### src/core/bmp_pkg.sv
// Notes on behaviour
// [RULE1] The data RAM size register is a fixed 32-bit read-only value giving the RAM size in bytes: 0x00004000, 0x00008000 or 0x00010000.
// [RULE2] Bits 19 to 11 of the user program base register are software read/write storage for the flash user base.
// [RULE3] Bits 10 to 0 of the user program base register always read zero, giving 2 KB steps.
// [RULE4] Bits 31 to 20 of the user program base register read zero and ignore writes.
// [RULE5] Any reset forces the user program base register to zero.
// [RULE6] Software keeps the written base at or below the reported program flash size.
// [RULE7] Writes to the data RAM size register are ignored and reads always give the fixed size.
package bmp_pkg;
    // Register byte offsets
    localparam logic [7:0] BMP_OFF_DRAM_SIZE = 8'h00;
    localparam logic [7:0] BMP_OFF_UPB = 8'h04;
    // Legal RAM size encodings
    localparam logic [31:0] BMP_RAM_16K = 32'h0000_4000;
    localparam logic [31:0] BMP_RAM_32K = 32'h0000_8000;
    localparam logic [31:0] BMP_RAM_64K = 32'h0001_0000;
    // Writable base field position
    localparam int BMP_UPB_LSB = 11;
    localparam int BMP_UPB_MSB = 19;
    localparam logic [8:0] BMP_UPB_RESET = 9'h000;
    localparam logic [31:0] BMP_UPB_MASK = 32'h000F_F800;
    // AHB encodings
    localparam logic [1:0] BMP_HTRANS_NONSEQ = 2'h2;
    localparam logic [1:0] BMP_HTRANS_SEQ = 2'h3;
    localparam logic [2:0] BMP_HSIZE_WORD = 3'h2;
endpackage

### src/core/bmp_regs.sv
// Added by the designer: the AHB-Lite register port and the address map.
module bmp_regs
    import bmp_pkg::*;
#(
    parameter logic [31:0] RAM_SIZE = BMP_RAM_64K // Fixed RAM size of this device
) (
    input wire logic clk, // System clock, 40 MHz
    input wire logic rstn, // Async reset, active low
    input wire logic hsel, // Slave select
    input wire logic [31:0] haddr, // Byte address
    input wire logic [1:0] htrans, // Transfer type
    input wire logic hwrite, // Write when high
    input wire logic [2:0] hsize, // Transfer size
    input wire logic [31:0] hwdata, // Write data
    input wire logic hready, // Bus ready in
    output logic [31:0] hrdata, // Read data
    output logic hreadyout, // Ready from the first edge after reset, low in reset
    output logic hresp, // Always OKAY
    output logic [31:0] user_flash_base_address // Current user base
);
    // Bus timing, for whoever integrates this block
    // Zero-wait slave: hreadyout stays high once out of reset
    // Address phase taken on a rising edge with hsel, hready and NONSEQ or SEQ
    // Write data taken on the following edge, in the data phase
    // Read data loaded on the address edge, stands for the whole data phase
    // Outside a read data phase hrdata is zero, never stale data
    // Only haddr[7:0] decoded; the slot repeats across a wider select window
    // Unmapped offsets read zero and swallow writes with an OKAY answer
    // Hsize not checked: every transfer treated as one whole word
    // Narrow writes would land as full words; masters must not issue them
    // Hresp tied to OKAY; there is no error path to raise
    // Storage
    // Only nine flops hold software state, the base field
    // Rest of the base word built from constants, so it cannot drift
    // Size word is a parameter; no flop stores it, no reset can disturb it
    // Trade-off: size fixed per build rather than per fuse setting
    // Base against flash size left to software on purpose
    // Hardware clamping would silently move a partition software believes set
    // Hazards
    // Read right after a base write must see the new field: forward path
    // Reset asynchronous on entry, released by the next clock edge
    // First edge after release still shows hreadyout low; masters wait on it
    // Base output mirrors the stored field from the edge the write lands
    // Limitations
    // No wait states, so no back-pressure hook exists for slower storage
    // Bursts accepted beat by beat; SEQ is treated exactly like NONSEQ
    // No byte strobes: partial updates of the base field are impossible
    // Checks below watch only what this block drives
    // Three checks run through reset itself and carry no disable
    // All others are disabled while rstn is low
    // Address phase capture
    logic wr_pend;
    logic rd_pend;
    logic [7:0] addr_q;
    logic [8:0] upb_field;
    logic [31:0] next_hrdata;

    // Offset match, shared by both phases
    function automatic logic bmp_is_off(input logic [7:0] a, input logic [7:0] off);
        return a == off;
    endfunction

    // Full base word from the field; everything else reads zero
    function automatic logic [31:0] bmp_base_word(input logic [8:0] f);
        return {12'h000, f, 11'h000}; // RULE3 RULE4
    endfunction

    // Transfer accepted when selected, ready and not idle or busy
    wire logic active = hsel && hready &&
        (htrans == BMP_HTRANS_NONSEQ || htrans == BMP_HTRANS_SEQ);
    // Captured offset decode, used in the data phase
    wire logic hit_upb = bmp_is_off(addr_q, BMP_OFF_UPB);
    wire logic hit_dram = bmp_is_off(addr_q, BMP_OFF_DRAM_SIZE);
    wire logic upb_we = wr_pend && hit_upb;
    // Only bits 19..11 land; the size register has no write path
    wire logic [8:0] next_upb = upb_we ? hwdata[BMP_UPB_MSB:BMP_UPB_LSB] : upb_field; // RULE2 RULE7
    // Compose full base word; low and high bits tie to zero
    wire logic [31:0] upb_word = bmp_base_word(upb_field); // RULE3 RULE4
    // Data-phase view of what the captured offset must return
    wire logic [31:0] rd_word = hit_dram ? RAM_SIZE :
        (hit_upb ? upb_word : 32'h0000_0000); // RULE1

    // Live decode for the read prepared in the address phase
    wire logic live_dram = bmp_is_off(haddr[7:0], BMP_OFF_DRAM_SIZE);
    wire logic live_upb = bmp_is_off(haddr[7:0], BMP_OFF_UPB);
    // Read data prepared at the address phase so it stands in the data phase;
    // next_upb forwards a write still in its data phase to a following read
    wire logic [31:0] next_rd_word = live_dram ? RAM_SIZE :
        (live_upb ? bmp_base_word(next_upb) : 32'h0000_0000);
    assign next_hrdata = (active && !hwrite) ? next_rd_word : 32'h0000_0000;

    // Address phase register
    always_ff @(posedge clk or negedge rstn) begin
        if (!rstn) begin
            wr_pend <= 1'b0;
            rd_pend <= 1'b0;
            addr_q <= 8'h00;
        end else begin
            wr_pend <= active && hwrite;
            rd_pend <= active && !hwrite;
            addr_q <= haddr[7:0];
        end
    end

    // Base storage, cleared by any reset
    always_ff @(posedge clk or negedge rstn) begin
        if (!rstn) begin
            upb_field <= BMP_UPB_RESET; // RULE5
        end else begin
            upb_field <= next_upb;
        end
    end

    // Registered outputs; zero-wait slave
    always_ff @(posedge clk or negedge rstn) begin
        if (!rstn) begin
            hrdata <= 32'h0000_0000;
            hreadyout <= 1'b0;
            hresp <= 1'b0;
            user_flash_base_address <= 32'h0000_0000;
        end else begin
            hrdata <= next_hrdata;
            hreadyout <= 1'b1;
            hresp <= 1'b0;
            user_flash_base_address <= bmp_base_word(next_upb);
        end
    end

    // Checks
    // Size read returns the build constant
    property p_size_fixed;
        @(posedge clk) disable iff (!rstn)
        rd_pend && hit_dram |-> hrdata == RAM_SIZE;
    endproperty
    a_size_fixed: assert property (p_size_fixed) else $error("size read wrong"); // RULE1

    // Written field shows on the base output one edge later
    property p_upb_write;
        @(posedge clk) disable iff (!rstn)
        upb_we |=> user_flash_base_address[19:11] == $past(hwdata[19:11]);
    endproperty
    a_upb_write: assert property (p_upb_write) else $error("base write lost"); // RULE2

    // Low bits of the base never set
    property p_low_zero;
        @(posedge clk) disable iff (!rstn)
        1'b1 |-> user_flash_base_address[10:0] == 11'h000;
    endproperty
    a_low_zero: assert property (p_low_zero) else $error("low bits nonzero"); // RULE3

    // Unimplemented top bits read zero
    property p_high_zero;
        @(posedge clk) disable iff (!rstn)
        rd_pend && hit_upb |-> hrdata[31:20] == 12'h000;
    endproperty
    a_high_zero: assert property (p_high_zero) else $error("high bits nonzero"); // RULE4

    // Base moves only on a base write
    property p_hold;
        @(posedge clk) disable iff (!rstn)
        !upb_we |=> $stable(user_flash_base_address);
    endproperty
    a_hold: assert property (p_hold) else $error("base changed unasked"); // RULE5

    // Size writes leave the base alone
    property p_size_nowrite;
        @(posedge clk) disable iff (!rstn)
        wr_pend && hit_dram |=> $stable(user_flash_base_address);
    endproperty
    a_size_nowrite: assert property (p_size_nowrite) else $error("size write leaked"); // RULE7

    // Base read equals the base output
    property p_readback;
        @(posedge clk) disable iff (!rstn)
        rd_pend && hit_upb |-> hrdata == user_flash_base_address;
    endproperty
    a_readback: assert property (p_readback) else $error("base readback wrong"); // RULE2

    // Ready and OKAY from the edge after the first one out of reset
    property p_okay;
        @(posedge clk) disable iff (!rstn)
        rstn |=> hreadyout && !hresp;
    endproperty
    a_okay: assert property (p_okay) else $error("slave not ready"); // RULE1

    // Held reset clears the base and read data; two samples skip power-up
    property p_rst_zero;
        @(posedge clk)
        !rstn ##1 !rstn |-> user_flash_base_address == 32'h0000_0000 && hrdata == 32'h0000_0000;
    endproperty
    a_rst_zero: assert property (p_rst_zero) else $error("reset left data"); // RULE5

    // Held reset keeps the slave not ready and OKAY
    property p_ready_reset;
        @(posedge clk)
        !rstn ##1 !rstn |-> !hreadyout && !hresp;
    endproperty
    a_ready_reset: assert property (p_ready_reset) else $error("ready in reset"); // RULE5

    // Base is zero on the first edge after release
    property p_base_release;
        @(posedge clk)
        !rstn ##1 rstn |-> user_flash_base_address == 32'h0000_0000;
    endproperty
    a_base_release: assert property (p_base_release) else $error("base not cleared"); // RULE5

    // Registered read path matches the captured decode
    property p_read_mux;
        @(posedge clk) disable iff (!rstn)
        rd_pend |-> hrdata == rd_word;
    endproperty
    a_read_mux: assert property (p_read_mux) else $error("read mux wrong"); // RULE1

    // No read data outside a read data phase
    property p_idle_zero;
        @(posedge clk) disable iff (!rstn)
        !rd_pend |-> hrdata == 32'h0000_0000;
    endproperty
    a_idle_zero: assert property (p_idle_zero) else $error("stale read data"); // RULE1

    // Unmapped offsets read zero
    property p_unmapped;
        @(posedge clk) disable iff (!rstn)
        rd_pend && !hit_dram && !hit_upb |-> hrdata == 32'h0000_0000;
    endproperty
    a_unmapped: assert property (p_unmapped) else $error("unmapped read"); // RULE1

    // Size read is one of the three legal encodings
    property p_size_legal;
        @(posedge clk) disable iff (!rstn)
        rd_pend && hit_dram |->
            (hrdata == BMP_RAM_16K || hrdata == BMP_RAM_32K || hrdata == BMP_RAM_64K);
    endproperty
    a_size_legal: assert property (p_size_legal) else $error("size illegal"); // RULE1

    // Base output carries the stored field
    property p_field_track;
        @(posedge clk) disable iff (!rstn)
        1'b1 |-> user_flash_base_address[19:11] == upb_field;
    endproperty
    a_field_track: assert property (p_field_track) else $error("field mismatch"); // RULE2

    // Base read carries the stored field
    property p_upb_field_read;
        @(posedge clk) disable iff (!rstn)
        rd_pend && hit_upb |-> hrdata[19:11] == upb_field;
    endproperty
    a_upb_field_read: assert property (p_upb_field_read) else $error("field read wrong"); // RULE2

    // Any base change traces back to a base write
    property p_change_cause;
        @(posedge clk) disable iff (!rstn)
        $changed(user_flash_base_address) |-> $past(upb_we);
    endproperty
    a_change_cause: assert property (p_change_cause) else $error("base changed alone"); // RULE2

    // Top bits of the base output stay zero
    property p_high_ufb;
        @(posedge clk) disable iff (!rstn)
        1'b1 |-> user_flash_base_address[31:20] == 12'h000;
    endproperty
    a_high_ufb: assert property (p_high_ufb) else $error("base high set"); // RULE4

    // Low bits of a base read stay zero
    property p_upb_low_read;
        @(posedge clk) disable iff (!rstn)
        rd_pend && hit_upb |-> hrdata[10:0] == 11'h000;
    endproperty
    a_upb_low_read: assert property (p_upb_low_read) else $error("read low set"); // RULE3

    // A base write keeps only the field, whatever else is written
    property p_write_mask;
        @(posedge clk) disable iff (!rstn)
        upb_we |=> user_flash_base_address == ($past(hwdata) & BMP_UPB_MASK);
    endproperty
    a_write_mask: assert property (p_write_mask) else $error("write mask wrong"); // RULE4

    // Writes elsewhere leave the base alone
    property p_other_nowrite;
        @(posedge clk) disable iff (!rstn)
        wr_pend && !hit_upb |=> $stable(user_flash_base_address);
    endproperty
    a_other_nowrite: assert property (p_other_nowrite) else $error("stray write"); // RULE7

    // Write data phase shows no read data
    property p_write_no_data;
        @(posedge clk) disable iff (!rstn)
        wr_pend |-> hrdata == 32'h0000_0000;
    endproperty
    a_write_no_data: assert property (p_write_no_data) else $error("data on write"); // RULE7
endmodule

### config.mk
export PLATFORM = sky130hd
export DESIGN_NAME = bmp_regs
export DESIGN_NICKNAME = d
export VERILOG_FILES = /design/src/core/bmp_pkg.sv /design/src/core/bmp_regs.sv
export SDC_FILE = /design/constraint.sdc
export NUM_CORES = 1
export LEC_CHECK = 0
export BUFFER_PORTS_ARGS = -buffer_cell sky130_fd_sc_hd__buf_4
export CORE_MARGIN = 4
export CORE_UTILIZATION = 36
export DETAILED_ROUTE_END_ITERATION = 7
export HOLD_SLACK_MARGIN = 0.05
export PLACE_DENSITY_LB_ADDON = 0.05
export RECOVER_POWER = 100
export SLEW_MARGIN = 20
export SYNTH_ARGS = -nofsm -noshare
export SYNTH_HDL_FRONTEND = slang
export SYNTH_SLANG_ARGS = --single-unit
### constraint.sdc
create_clock -name clk -period 2.05 [get_ports clk]
set_clock_uncertainty 0.2 [all_clocks]
set_input_delay 0.3075 -clock clk [delete_from_list [all_inputs] [get_ports clk]]
set_output_delay 0.3075 -clock clk [all_outputs]
set_load 0.005 [all_outputs]
# Word level (Yosys, flattened, before mapping)
# Index checks and enable logic that the tools add are counted.
op_classes:
  n_reduce_logical: 8
  n_eq_ne: 4
  muxes: 4
ops:
  columns: ["cell", "n"]
  rows:
  - ["20-bit two-way mux", 3]
  - ["8-bit by 3-bit == test with 1-bit output (second input constant)", 2]
  - ["9-bit two-way mux", 1]
  - ["8-bit zero test", 1]
  - ["1-bit logical AND", 5]
  - ["2-bit == test (second input constant)", 2]
  - ["1-bit zero test", 1]
  - ["1-bit logical OR", 1]
word_totals:
  wordCells: 21
  output_inout_bits: 66
  in_bits: 74
  regBits: 39

# Depth between registers and ports, before layout
# Gate-level depths: netlist (run 1).
logic_depth:
  depth_word: 6
  ltp_mapped: 4
  depth_no_buf: 3

# Worst setup path after synthesis (run 1)
# OpenSTA, ideal clock, no wires.
synth_timing:
  kind: "reg-to-reg"
  start: "register addr_q[1]"
  end: "register hrdata[11]"
  path_stages_with_launch: 5
  t_arrival_ps: 1373
  path_buffers: 1
  setup_slack_ps: 344
  period_less_slack_ps: 1706
  required_time_ps: 1718
  setup_time_ps: 132
  path_cell_list: "dfrtp_1 -> or4b_1 -> buf_6 -> o31ai_2 -> a21oi_1"
synth_between:
  elab_chain_cells: 6
synth_rtl:
  columns: ["item", "line_no", "rtl"]
  rows:
  - ["from (decl)", "bmp_regs.sv:54", "logic [7:0] addr_q;"]
  - ["from (signal assigned)", "bmp_regs.sv:101", "addr_q <= haddr[7:0];"]
  - ["8-bit by 3-bit == test with 1-bit output", "bmp_regs.sv:60", "return a == off;"]
  - ["1-bit logical AND", "bmp_regs.sv:74", "wire logic upb_we = wr_pend && hit_upb;"]
  - ["9-bit two-way mux", "bmp_regs.sv:76", "wire logic [8:0] next_upb = upb_we ? hwdata[BMP_UPB_MSB:BMP_UPB_LSB] : upb_field;"]
  - ["20-bit two-way mux", "bmp_regs.sv:89", "(live_upb ? bmp_base_word(next_upb) : 32'h0000_0000);"]
  - ["20-bit two-way mux", "bmp_regs.sv:88", "wire logic [31:0] next_rd_word = live_dram ? RAM_SIZE :"]
  - ["20-bit two-way mux", "bmp_regs.sv:90", "assign next_hrdata = (active && !hwrite) ? next_rd_word : 32'h0000_0000;"]
  - ["via next_hrdata[11]", "bmp_regs.sv:56", "logic [31:0] next_hrdata;"]
  - ["to (signal assigned)", "bmp_regs.sv:122", "hrdata <= next_hrdata;"]
  - ["to (decl)", "bmp_regs.sv:16", "output logic [31:0] hrdata,"]
# The timed path passes the listed nets, and every way through them passes these cells.

# Final worst setup path (run 1)
layout_timing:
  start: "register addr_q[1]"
  end: "register hrdata[13]"
# The elaborated chain is that of the path after synthesis.

==> results by group, run 1 <==
Global route
  • Gr ovfl total: 0
  • Initial antenna violation count: 0
  • Largest net degree at the start of global routing: 29
  • Global-route wire length before repair: 4550 µm
  • GRT Overall Usage: 0.114
  • Vias in the first global route: 981

Hold path
  • Hold Crit Class: in -> reg

Logic synthesis
  • Register bit total from synthesis: 28
  • Number of synthesized flops with an enable pin: 0
  • Post-synth cell types: 22
  • Syn_area_per_cell: 11.2 µm²
  • Post-synthesis instance total: 129
  • Largest area contributor in the netlist: dfrtp_1
  • Most instantiated library cell after synthesis: buf_4
  • Syn Std Cell Area: 1450 µm²
  • Synth async-reset ratio: 1.00
  • Sequential share of the synthesized area: 0.484
  • Post-synth top flop: dfrtp_1
  • Synth area leaders: dfrtp_1, buf_4, o31ai_2
  • Synth top area share: 0.484
  • Yosys warns: 0
  • Commonest cells in the synthesized netlist: buf_4, dfrtp_1, nand4_1

Floorplanning
  • Die height: 71.4 µm
  • # rows: 22
  • Starting Density: 0.384
  • Die area: 5100 µm²
  • Die Wd: 71.4 µm
  • # IOs: 140
  • Core ar.: 3770 µm²

Route
  • DRT Pass-1 Iters: 4
  • Residual DRC: 0
  • Vias post-DR: 972
  • Wirelength, routed: 2930 µm
  • Routed Antenna Nets: 0
  • 1st-iter DRT viols: 33
  • Routed WL per cell: 12.6 µm
  • Vias/cell: 4.17

Job
  • MaxCap Viol Count: 0

STA
  • Setup TNS: 0 ps
  • Hold Fails Final Rpt: 0
  • Final setup vio count: 0
  • Setup WS post-layout: 146 ps
  • Final Max Slew Viols: 0
  • Slew headroom: 0.552
  • RSZ-0062 raised after global routing: false
  • Final min period: 1900 ps
  • Worst-Margin Slew: 672 ps
  • Peak Freq: 0.525 GHz
  • Tcrit/Tclk final: 0.929

Place
  • GP Congestion: 0.712
  • Dpl ws: 221 ps
  • Port Buffer Count: 41
  • DP HPWL: 2280 µm
  • DP Area: 1660 µm²

Clocking
  • Largest buffer count on any clock path: 2
  • CTS Buf Count: 3
  • Post-CTS setup buffers: 0
  • Post_cts resized: 0
  • Htree depth: 1
  • Clk Latency, worst-skew pair: 270 ps
  • CTS root buffer: clkbuf_8
  • CTS Hold Buffers Added: 10
  • TritonCTS clock tree: yes
  • Worst-path clk slew: 90 ps
  • # clock sinks: 28

Finish
  • Fin area: 1760 µm²
  • N_diodes: 0
  • Share of cells above drive strength 1: 0.281
  • Area occupied by multi-input gates: 510 µm²
  • Final Net Count: 261
  • Register Area: 701 µm²
  • Synth-to-Final Area Change: 21.4%
  • Fillcell total: 370

Critical path
  • Crit path kind: reg -> reg
  • CP Capture Type: register
  • Arrival @ worst endpoint: 1850 ps
  • Startpoint types: register
  • Critical Path RT: 2000 ps
  • Crit-path max FO: 7

Outcome
  • Status: completed

Pwr
  • LEAKAGE: 0.829 nW
  • Design Power: 0.971 mW
  • Peak supply drop: 0.000232 V
  • Power density cells: 552 nW/µm²
## final timing paths
kind                       depth (start not counted)                          end                         from  slack, ps
setup / recovery                                   4                   hrdata[13]                    addr_q[1]        150
hold / removal                                     3  user_flash_base_address[19]                   hwdata[19]         90
setup reg to reg                                   4                   hrdata[13]                    addr_q[1]        150
hold reg to reg                                    2  user_flash_base_address[18]  user_flash_base_address[18]        340
max in group asynchronous                          2  user_flash_base_address[11]                         rstn        820
min in group asynchronous                          2                   hrdata[17]                         rstn        390
## metal layers
layer / part of all wire / wire [µm] / GRT usage
met5: 0 / 0 / 0
met4: 0.016 / 46 / 0.0501
met3: 0.10 / 295 / 0.0224
met2: 0.50 / 1470 / 0.201
met1: 0.38 / 1110 / 0.134
## through the flow
stage	util	hold slack [ps]	std cells
global route	0.466	102	233
floorplan	-	-188	175
global placement	0.441	46.0	220
detailed placement	0.441	47.8	220
finish	0.466	94.3	233
CTS	0.478	91.9	233
## critical path: stages (launching register included)
cell and delay (ps):
dfrtp_1 400, or4b_1 550, buf_4 200, o31ai_1 310, a21oi_1 120
## kinds of logic (layout without fill, tap and decap cells)
group | count (synthesis) | after routing | share of synthesized area
compound gates | 18 | 18 | 0.128
buf+inv | 51 | 61 | 0.263
flops | 28 | 28 | 0.484
other cells | 2 | 48 | 0.00518
simple gates | 30 | 30 | 0.121
## sequential cells by signal, summed over array words and instances (netlist names)
register and flops:
hrdata 9, hreadyout 1, wr_pend 1, user_flash_base_address 9
addr_q 8
## power by group
group | total (mW) | internal [mW] | switching [mW]
clock | 0.293 | 0.132 | 0.161
sequential | 0.570 | 0.564 | 0.00636
combinational | 0.108 | 0.0489 | 0.0593
total | 0.971 | 0.745 | 0.227
## placed cells by master, fill, tap and decap left out, drive strengths merged
master,synthesis,routed
conb,2,48
clkbuf,0,33
dfrtp,28,28
buf,51,18
nand4,10,10
dlygate4sd3,0,10
nand2,9,9
o31ai,9,9
a21oi,8,8
nor4,2,2
nor2b,1,1
nor4b,1,1
nor3,1,1
nand2b,1,1
or4b,1,1
or3,1,1
and3,1,1
nand3,1,1
a31oi,1,1
and2,1,1
## layout make-up
type                    instances  area share
repair buffers                 58       0.254
clock buffers                   3      0.0235
multi-input cells              96       0.290
flip-flops and latches         28       0.398
well taps                      48      0.0341
Power figures use the tool's default switching activity.
==> run 2, diff against run 1 <==
- PLACE_DENSITY: default -> 0.91
- PLACE_DENSITY_LB_ADDON: 0.05 -> default
==> run 2 against run 1 <==
Effect of this change:
- power increased by 3.0%
- sequential share of layout area increased by 0.99 points
- first-iteration DRC count increased to 2.8 times the previous value
- critical path type unchanged
- critical endpoint is now hrdata[16]
- largest power group unchanged
==> results by group, run 2 (synthesis gave the netlist of run 1 again) <==
Floorplanning
  • Die Wd: 71.4 µm (unchanged)
  • # rows: 22 (unchanged)
  • Die height: 71.4 µm (unchanged)
  • # IOs: 140 (unchanged)
  • Starting Density: 0.384 (unchanged)
  • Die area: 5100 µm² (unchanged)
  • Core ar.: 3770 µm² (unchanged)

Global route
  • Largest net degree at the start of global routing: 29 (unchanged)
  • Gr ovfl total: 0 (unchanged)
  • GRT Overall Usage: 0.109 (-0.00475)
  • Initial antenna violation count: 0 (unchanged)
  • Global-route wire length before repair: 4370 µm (-4.0%)
  • Vias in the first global route: 925 (-5.7%)

Critical path
  • Setup crit end: hrdata[16]
  • CP Cell Sequence: or4b_1 > buf_4 > o31ai_1 > a31oi_1
  • RR Startpoint: addr_q[1]
  • Critical Path Slowest Stage Cell: or4b_1
  • Startpoint types: register
  • Setup slack, reg-to-reg: 170 ps (+30 ps)
  • Worst reg2reg path depth: 4 (unchanged)
  • Worst setup startpoint: addr_q[1]
  • Crit-path max FO: 9 (+2)
  • Critical Path RT: 1990 ps (about the same)
  • CP peak stage delay: 520 ps (-30 ps)
  • Arrival @ worst endpoint: 1820 ps (-30 ps)
  • FF-to-FF End: hrdata[16]
  • CP Capture Type: register
  • Crit path kind: reg -> reg

Route
  • Vias/cell: 4.25 (+1.9%)
  • Residual DRC: 0 (unchanged)
  • Vias post-DR: 986 (+1.4%)
  • Routed Antenna Nets: 0 (unchanged)
  • Routed WL per cell: 12.2 µm (-3.1%)
  • Wirelength, routed: 2820 µm (-3.6%)
  • DRT Pass-1 Iters: 4 (unchanged)
  • 1st-iter DRT viols: 92 (+180%)

Clocking
  • Largest buffer count on any clock path: 2 (unchanged)
  • CTS Buf Count: 3 (unchanged)
  • TritonCTS clock tree: yes
  • Htree depth: 1 (unchanged)
  • CTS root buffer: clkbuf_8
  • # clock sinks: 28 (unchanged)
  • Worst-path clk slew: 80 ps (about the same)
  • Clk Latency, worst-skew pair: 270 ps (about the same)

Place
  • Port Buffer Count: 41 (unchanged)
  • Placed cells: 217 (-1.4%)
  • DP HPWL: 2250 µm (-1.3%)
  • Dpl ws: 225 ps (+4.13 ps)
  • GP Congestion: 0.753 (+5.7%)

Finish
  • Share of cells above drive strength 1: 0.255 (-0.0256)
  • Synth-to-Final Area Change: 18.5%
  • Non-Filler Instances: 232 (-0.43%)
  • Most frequent cells in the layout: conb_1, dfrtp_1, clkbuf_4
  • Final core area utilization: 0.455 (-0.0113)
  • Final Net Count: 259 (-0.77%)
  • N_diodes: 0 (unchanged)
  • Most common library cell in the layout ignoring fill and taps: conb_1
  • Largest regs: hrdata x9, user_flash_base_address x9, addr_q x8

STA
  • Hold_ws: 107 ps (+12.5 ps)
  • Hold Fails Final Rpt: 0 (unchanged)
  • Final min period: 1880 ps (-26.1 ps)
  • Peak Freq: 0.533 GHz (+1.4%)
  • Tcrit/Tclk final: 0.916 (-0.0128)
  • Setup WS post-layout: 172 ps (+26.1 ps)
  • Slew headroom: 0.557 (+0.00524)
  • Worst-Margin Slew: 664 ps (-7.86 ps)
  • RSZ-0062 raised after global routing: false
  • Final setup vio count: 0 (unchanged)
  • Setup TNS: 0 ps (unchanged)
  • Final Max Slew Viols: 0 (unchanged)

Job
  • MaxCap Viol Count: 0 (unchanged)

Pwr
  • Power density cells: 583 nW/µm² (+5.6%)
  • Peak supply drop: 0.000309 V (+33%)
  • LEAKAGE: 0.812 nW (-2.1%)

Hold path
  • Hold Crit Class: in -> reg

Outcome
  • Status: completed
==> run 2: per-stage QoR <==
stage / power [mW] / cell area [µm²]
finish: 1.00 / 1720
global route: 1.05 / 1720
global placement: 0.675 / 1640
floorplan: 0.686 / 1620
detailed placement: 0.678 / 1640
CTS: 1.02 / 1790
==> run 2: per-layer routing <==
| layer | global-route usage | vias up | wire length, µm |
|---|---|---|---|
| met5 | 0 | - | 0 |
| met4 | 0.0376 | 0 | 28 |
| met3 | 0.0281 | 4 | 285 |
| met2 | 0.200 | 58 | 1510 |
| met1 | 0.122 | 465 | 1000 |
| li1 | - | 459 | - |
==> run 2: cell type report <==
cell class | instances | area, µm²
multi-input cells | 96 | 484
repair buffers | 56 | 417
clock buffers | 4 | 55.1
well taps | 48 | 60.1
fillers | 361 | 2050
flip-flops and latches | 28 | 701
==> run 2: report_power, final <==
part	leakage [nW]	internal, mW	switching, mW
clock network	0.0288	0.172	0.156
registers	0.324	0.564	0.00617
logic	0.459	0.0462	0.0572
==> run 2: what timing repair did <==
action                                 4_1_cts  5_1_grt
endpoints found under the hold margin       38        0
setup buffers                                0        1
hold buffers                                10        0
setup endpoints to repair                    0        8
gates resized for setup                      0        0
==> run 2: how the worst min path moves through the flow <==
stage / cells after the start / from / to
detailed placement: 1 / rstn / hrdata[18]
global placement: 1 / rstn / hrdata[19]
CTS: 3 / hwdata[16] / user_flash_base_address[16]
finish: 3 / hwdata[19] / user_flash_base_address[19]
global route: 3 / hwdata[12] / user_flash_base_address[12]
floorplan: 0 / rstn / addr_q[0]
==> run 2: critical path: cells and delay by family, from the launching register on <==
family | cells | cell delay (ps)
buffers and inverters | 1 | 190
AND/OR/NAND/NOR | 1 | 520
flip-flops | 1 | 390
AO/OA/AOI/OAI | 2 | 450
==> run 3, diff against run 2 <==
- CORE_MARGIN: 4 -> 2
- CORE_UTILIZATION: 36 -> 33
- PLACE_DENSITY: 0.91 -> 0.88
- clock period: 2.05 -> 1.55 ns (I/O delays scaled with it)
==> run 3 against run 2 <==
Effect of this change:
- the flow now finishes with violations (negative setup slack)
- flip-flop and latch count did not move
- routed wire length rose by 10%
- final area rose by 16%
- register-to-register slack got worse by 370 ps
- worst setup slack got worse by 370 ps
- clock-buffer cell count did not move
- die area fell by 3.3%
- clock power rose by 37%
- sequential power rose by 33%
==> results by group, run 3 (synthesis gave the netlist of run 1 again) <==
Finish
  • Share of cells above drive strength 1: 0.320 (+0.0644)
  • Largest regs: hrdata x9, user_flash_base_address x9, addr_q x8
  • Final Net Count: 272 (+5.0%)
  • N_diodes: 0 (unchanged)
  • Most common library cell in the layout ignoring fill and taps: conb_1
  • Synth-to-Final Area Change: 37.0%
  • Most frequent cells in the layout: conb_1, dfrtp_1, clkbuf_4

Hold path
  • Hold path cells: 4 (+1)
  • Hold Crit Class: in -> reg
  • WHS Endpoint: hrdata[16]
  • HP Start: hwrite

Pwr
  • Peak supply drop: 0.000298 V (-3.7%)
  • LEAKAGE: 0.896 nW (+10%)
  • Internal power: 1.06 mW (+36%)
  • Power density cells: 697 nW/µm² (+20%)
  • Clock group share of total power: 0.323 (-0.004)
  • Flop pwr share: 0.548 (-0.022)
  • Psw: 0.324 mW (+48%)
  • Sw frac: 0.234 (+0.0149)
  • Logic pwr share: 0.129 (+0.026)

STA
  • Final min period: 1750 ps (-133 ps)
  • Worst-Margin Slew: 677 ps (+13.2 ps)
  • Setup TNS: -2510 ps (-2510 ps)
  • Hold Fails Final Rpt: 0 (unchanged)
  • RSZ-0062 raised after global routing: true
  • Hold_ws: 58.8 ps (-48.0 ps)
  • Slew headroom: 0.548 (-0.00881)
  • Final Max Slew Viols: 0 (unchanged)
  • Tcrit/Tclk final: 1.13 (+0.210)
  • Peak Freq: 0.573 GHz (+7.6%)
  • Final setup vio count: 18 (+18)
  • Setup WS post-layout: -195 ps (-367 ps)

Clocking
  • Worst-path clk slew: 90 ps (about the same)
  • CTS root buffer: clkbuf_8
  • Clk Latency, worst-skew pair: 280 ps (about the same)
  • Htree depth: 1 (unchanged)
  • CTS Buf Count: 3 (unchanged)
  • # clock sinks: 28 (unchanged)
  • TritonCTS clock tree: yes
  • Largest buffer count on any clock path: 2 (unchanged)

Global route
  • Largest net degree at the start of global routing: 29 (unchanged)
  • Global-route wire length before repair: 4890 µm (+12%)
  • Vias in the first global route: 1,026 (+11%)
  • Initial antenna violation count: 0 (unchanged)
  • Gr ovfl total: 0 (unchanged)
  • GRT Overall Usage: 0.123 (+0.0141)

Critical path
  • CP Capture Type: register
  • Crit-path max FO: 5 (-4)
  • Setup slack, reg-to-reg: -200 ps (-370 ps)
  • Arrival @ worst endpoint: 1710 ps (-110 ps)
  • RR Startpoint: addr_q[1]
  • FF-to-FF End: hrdata[15]
  • Startpoint types: register
  • Crit path kind: reg -> reg
  • Critical Path RT: 1520 ps (-470 ps)
  • Worst reg2reg path depth: 3 (-1)

Floorplanning
  • Die Wd: 70.3 µm (-1.7%)
  • Starting Density: 0.337 (-0.0468)
  • Core ar.: 4290 µm² (+14%)
  • Die height: 70.3 µm (-1.7%)
  • # rows: 24 (+9.1%)
  • Die area: 4940 µm² (-3.3%)
  • # IOs: 140 (unchanged)

Place
  • Dpl ws: -189 ps (-414 ps)
  • Port Buffer Count: 41 (unchanged)
  • GP Congestion: 0.763 (+1.3%)
  • DP HPWL: 2160 µm (-4.2%)

Route
  • 1st-iter DRT viols: 48 (-48%)
  • Routed Antenna Nets: 0 (unchanged)
  • Vias/cell: 4.40 (+3.6%)
  • DRT Pass-1 Iters: 4 (unchanged)
  • Routed WL per cell: 12.5 µm (+2.7%)
  • Vias post-DR: 1,096 (+11%)
  • Residual DRC: 0 (unchanged)
  • Wirelength, routed: 3110 µm (+10%)

Job
  • MaxCap Viol Count: 0 (unchanged)

Outcome
  • Failing checks: negative setup slack
  • Status: complete, but fails checks
==> run 3: changes by cell type in the layout (fill, tap and decap cells not counted), sizes merged <==
cell	delta
clkbuf	-1
dlygate4sd3	+8
buf	+5
or4b	+1
==> run 3: cell type report <==
cell class | instances | area (µm²)
multi-input combinational | 97 | 618
clock buffer | 4 | 55.1
timing repair buffer | 68 | 547
tap | 52 | 65.1
sequential | 28 | 701
fill | 397 | 2310
==> run 3: metal layers <==
metal	routed length [µm]	part of all wire	global-route usage
met1	1170	0.38	0.148
met2	1590	0.51	0.225
met3	318	0.10	0.0188
met4	29	0.0093	0.0385
met5	0	0	0
==> run 3: critical path, stage by stage, from the launching register on <==
cell,delay [ps]
dfrtp_1,430
or4b_4,660
o31ai_4,280
a21oi_2,80
==> run 3: through the flow <==
step / power, mW / instances / util / cell area (µm²)
2_1_floorplan: 0.916 / 175 / - / 1690
3_5_place_dp: 0.914 / 225 / 0.406 / 1740
4_1_cts: 1.39 / 249 / 0.466 / 2000
3_3_place_gp: 0.909 / 225 / 0.406 / 1740
5_1_grt: 1.43 / 249 / 0.462 / 1990
6_report: 1.38 / 249 / 0.462 / 1990
==> run 3: power by group through the flow <==
stage	Combinational, mW	Sequential (mW)	Clock (mW)
final	0.179	0.759	0.447
after global routing	0.197	0.761	0.474
after CTS	0.182	0.758	0.450
after detailed placement	0.143	0.771	0
after global placement	0.140	0.769	0
after floorplan	0.146	0.770	0
==> run 3: worst max path at each step <==
stage	from	endpoint	slack [ps]
2_1_floorplan	addr_q[3]	hrdata[16]	-120
3_3_place_gp	addr_q[3]	hrdata[16]	-150
3_5_place_dp	addr_q[3]	hrdata[15]	-190
4_1_cts	addr_q[1]	hrdata[16]	-180
5_1_grt	addr_q[1]	user_flash_base_address[15]	-230
6_report	addr_q[1]	hrdata[15]	-200
==> run 3: what timing repair did <==
action,4_1_cts,5_1_grt
pin swaps,4,5
setup buffers,1,0
endpoints found under the hold margin,51,0
gates cloned,1,0
hold buffers,18,0
resized for setup,1,2
endpoints found under the setup margin,18,18
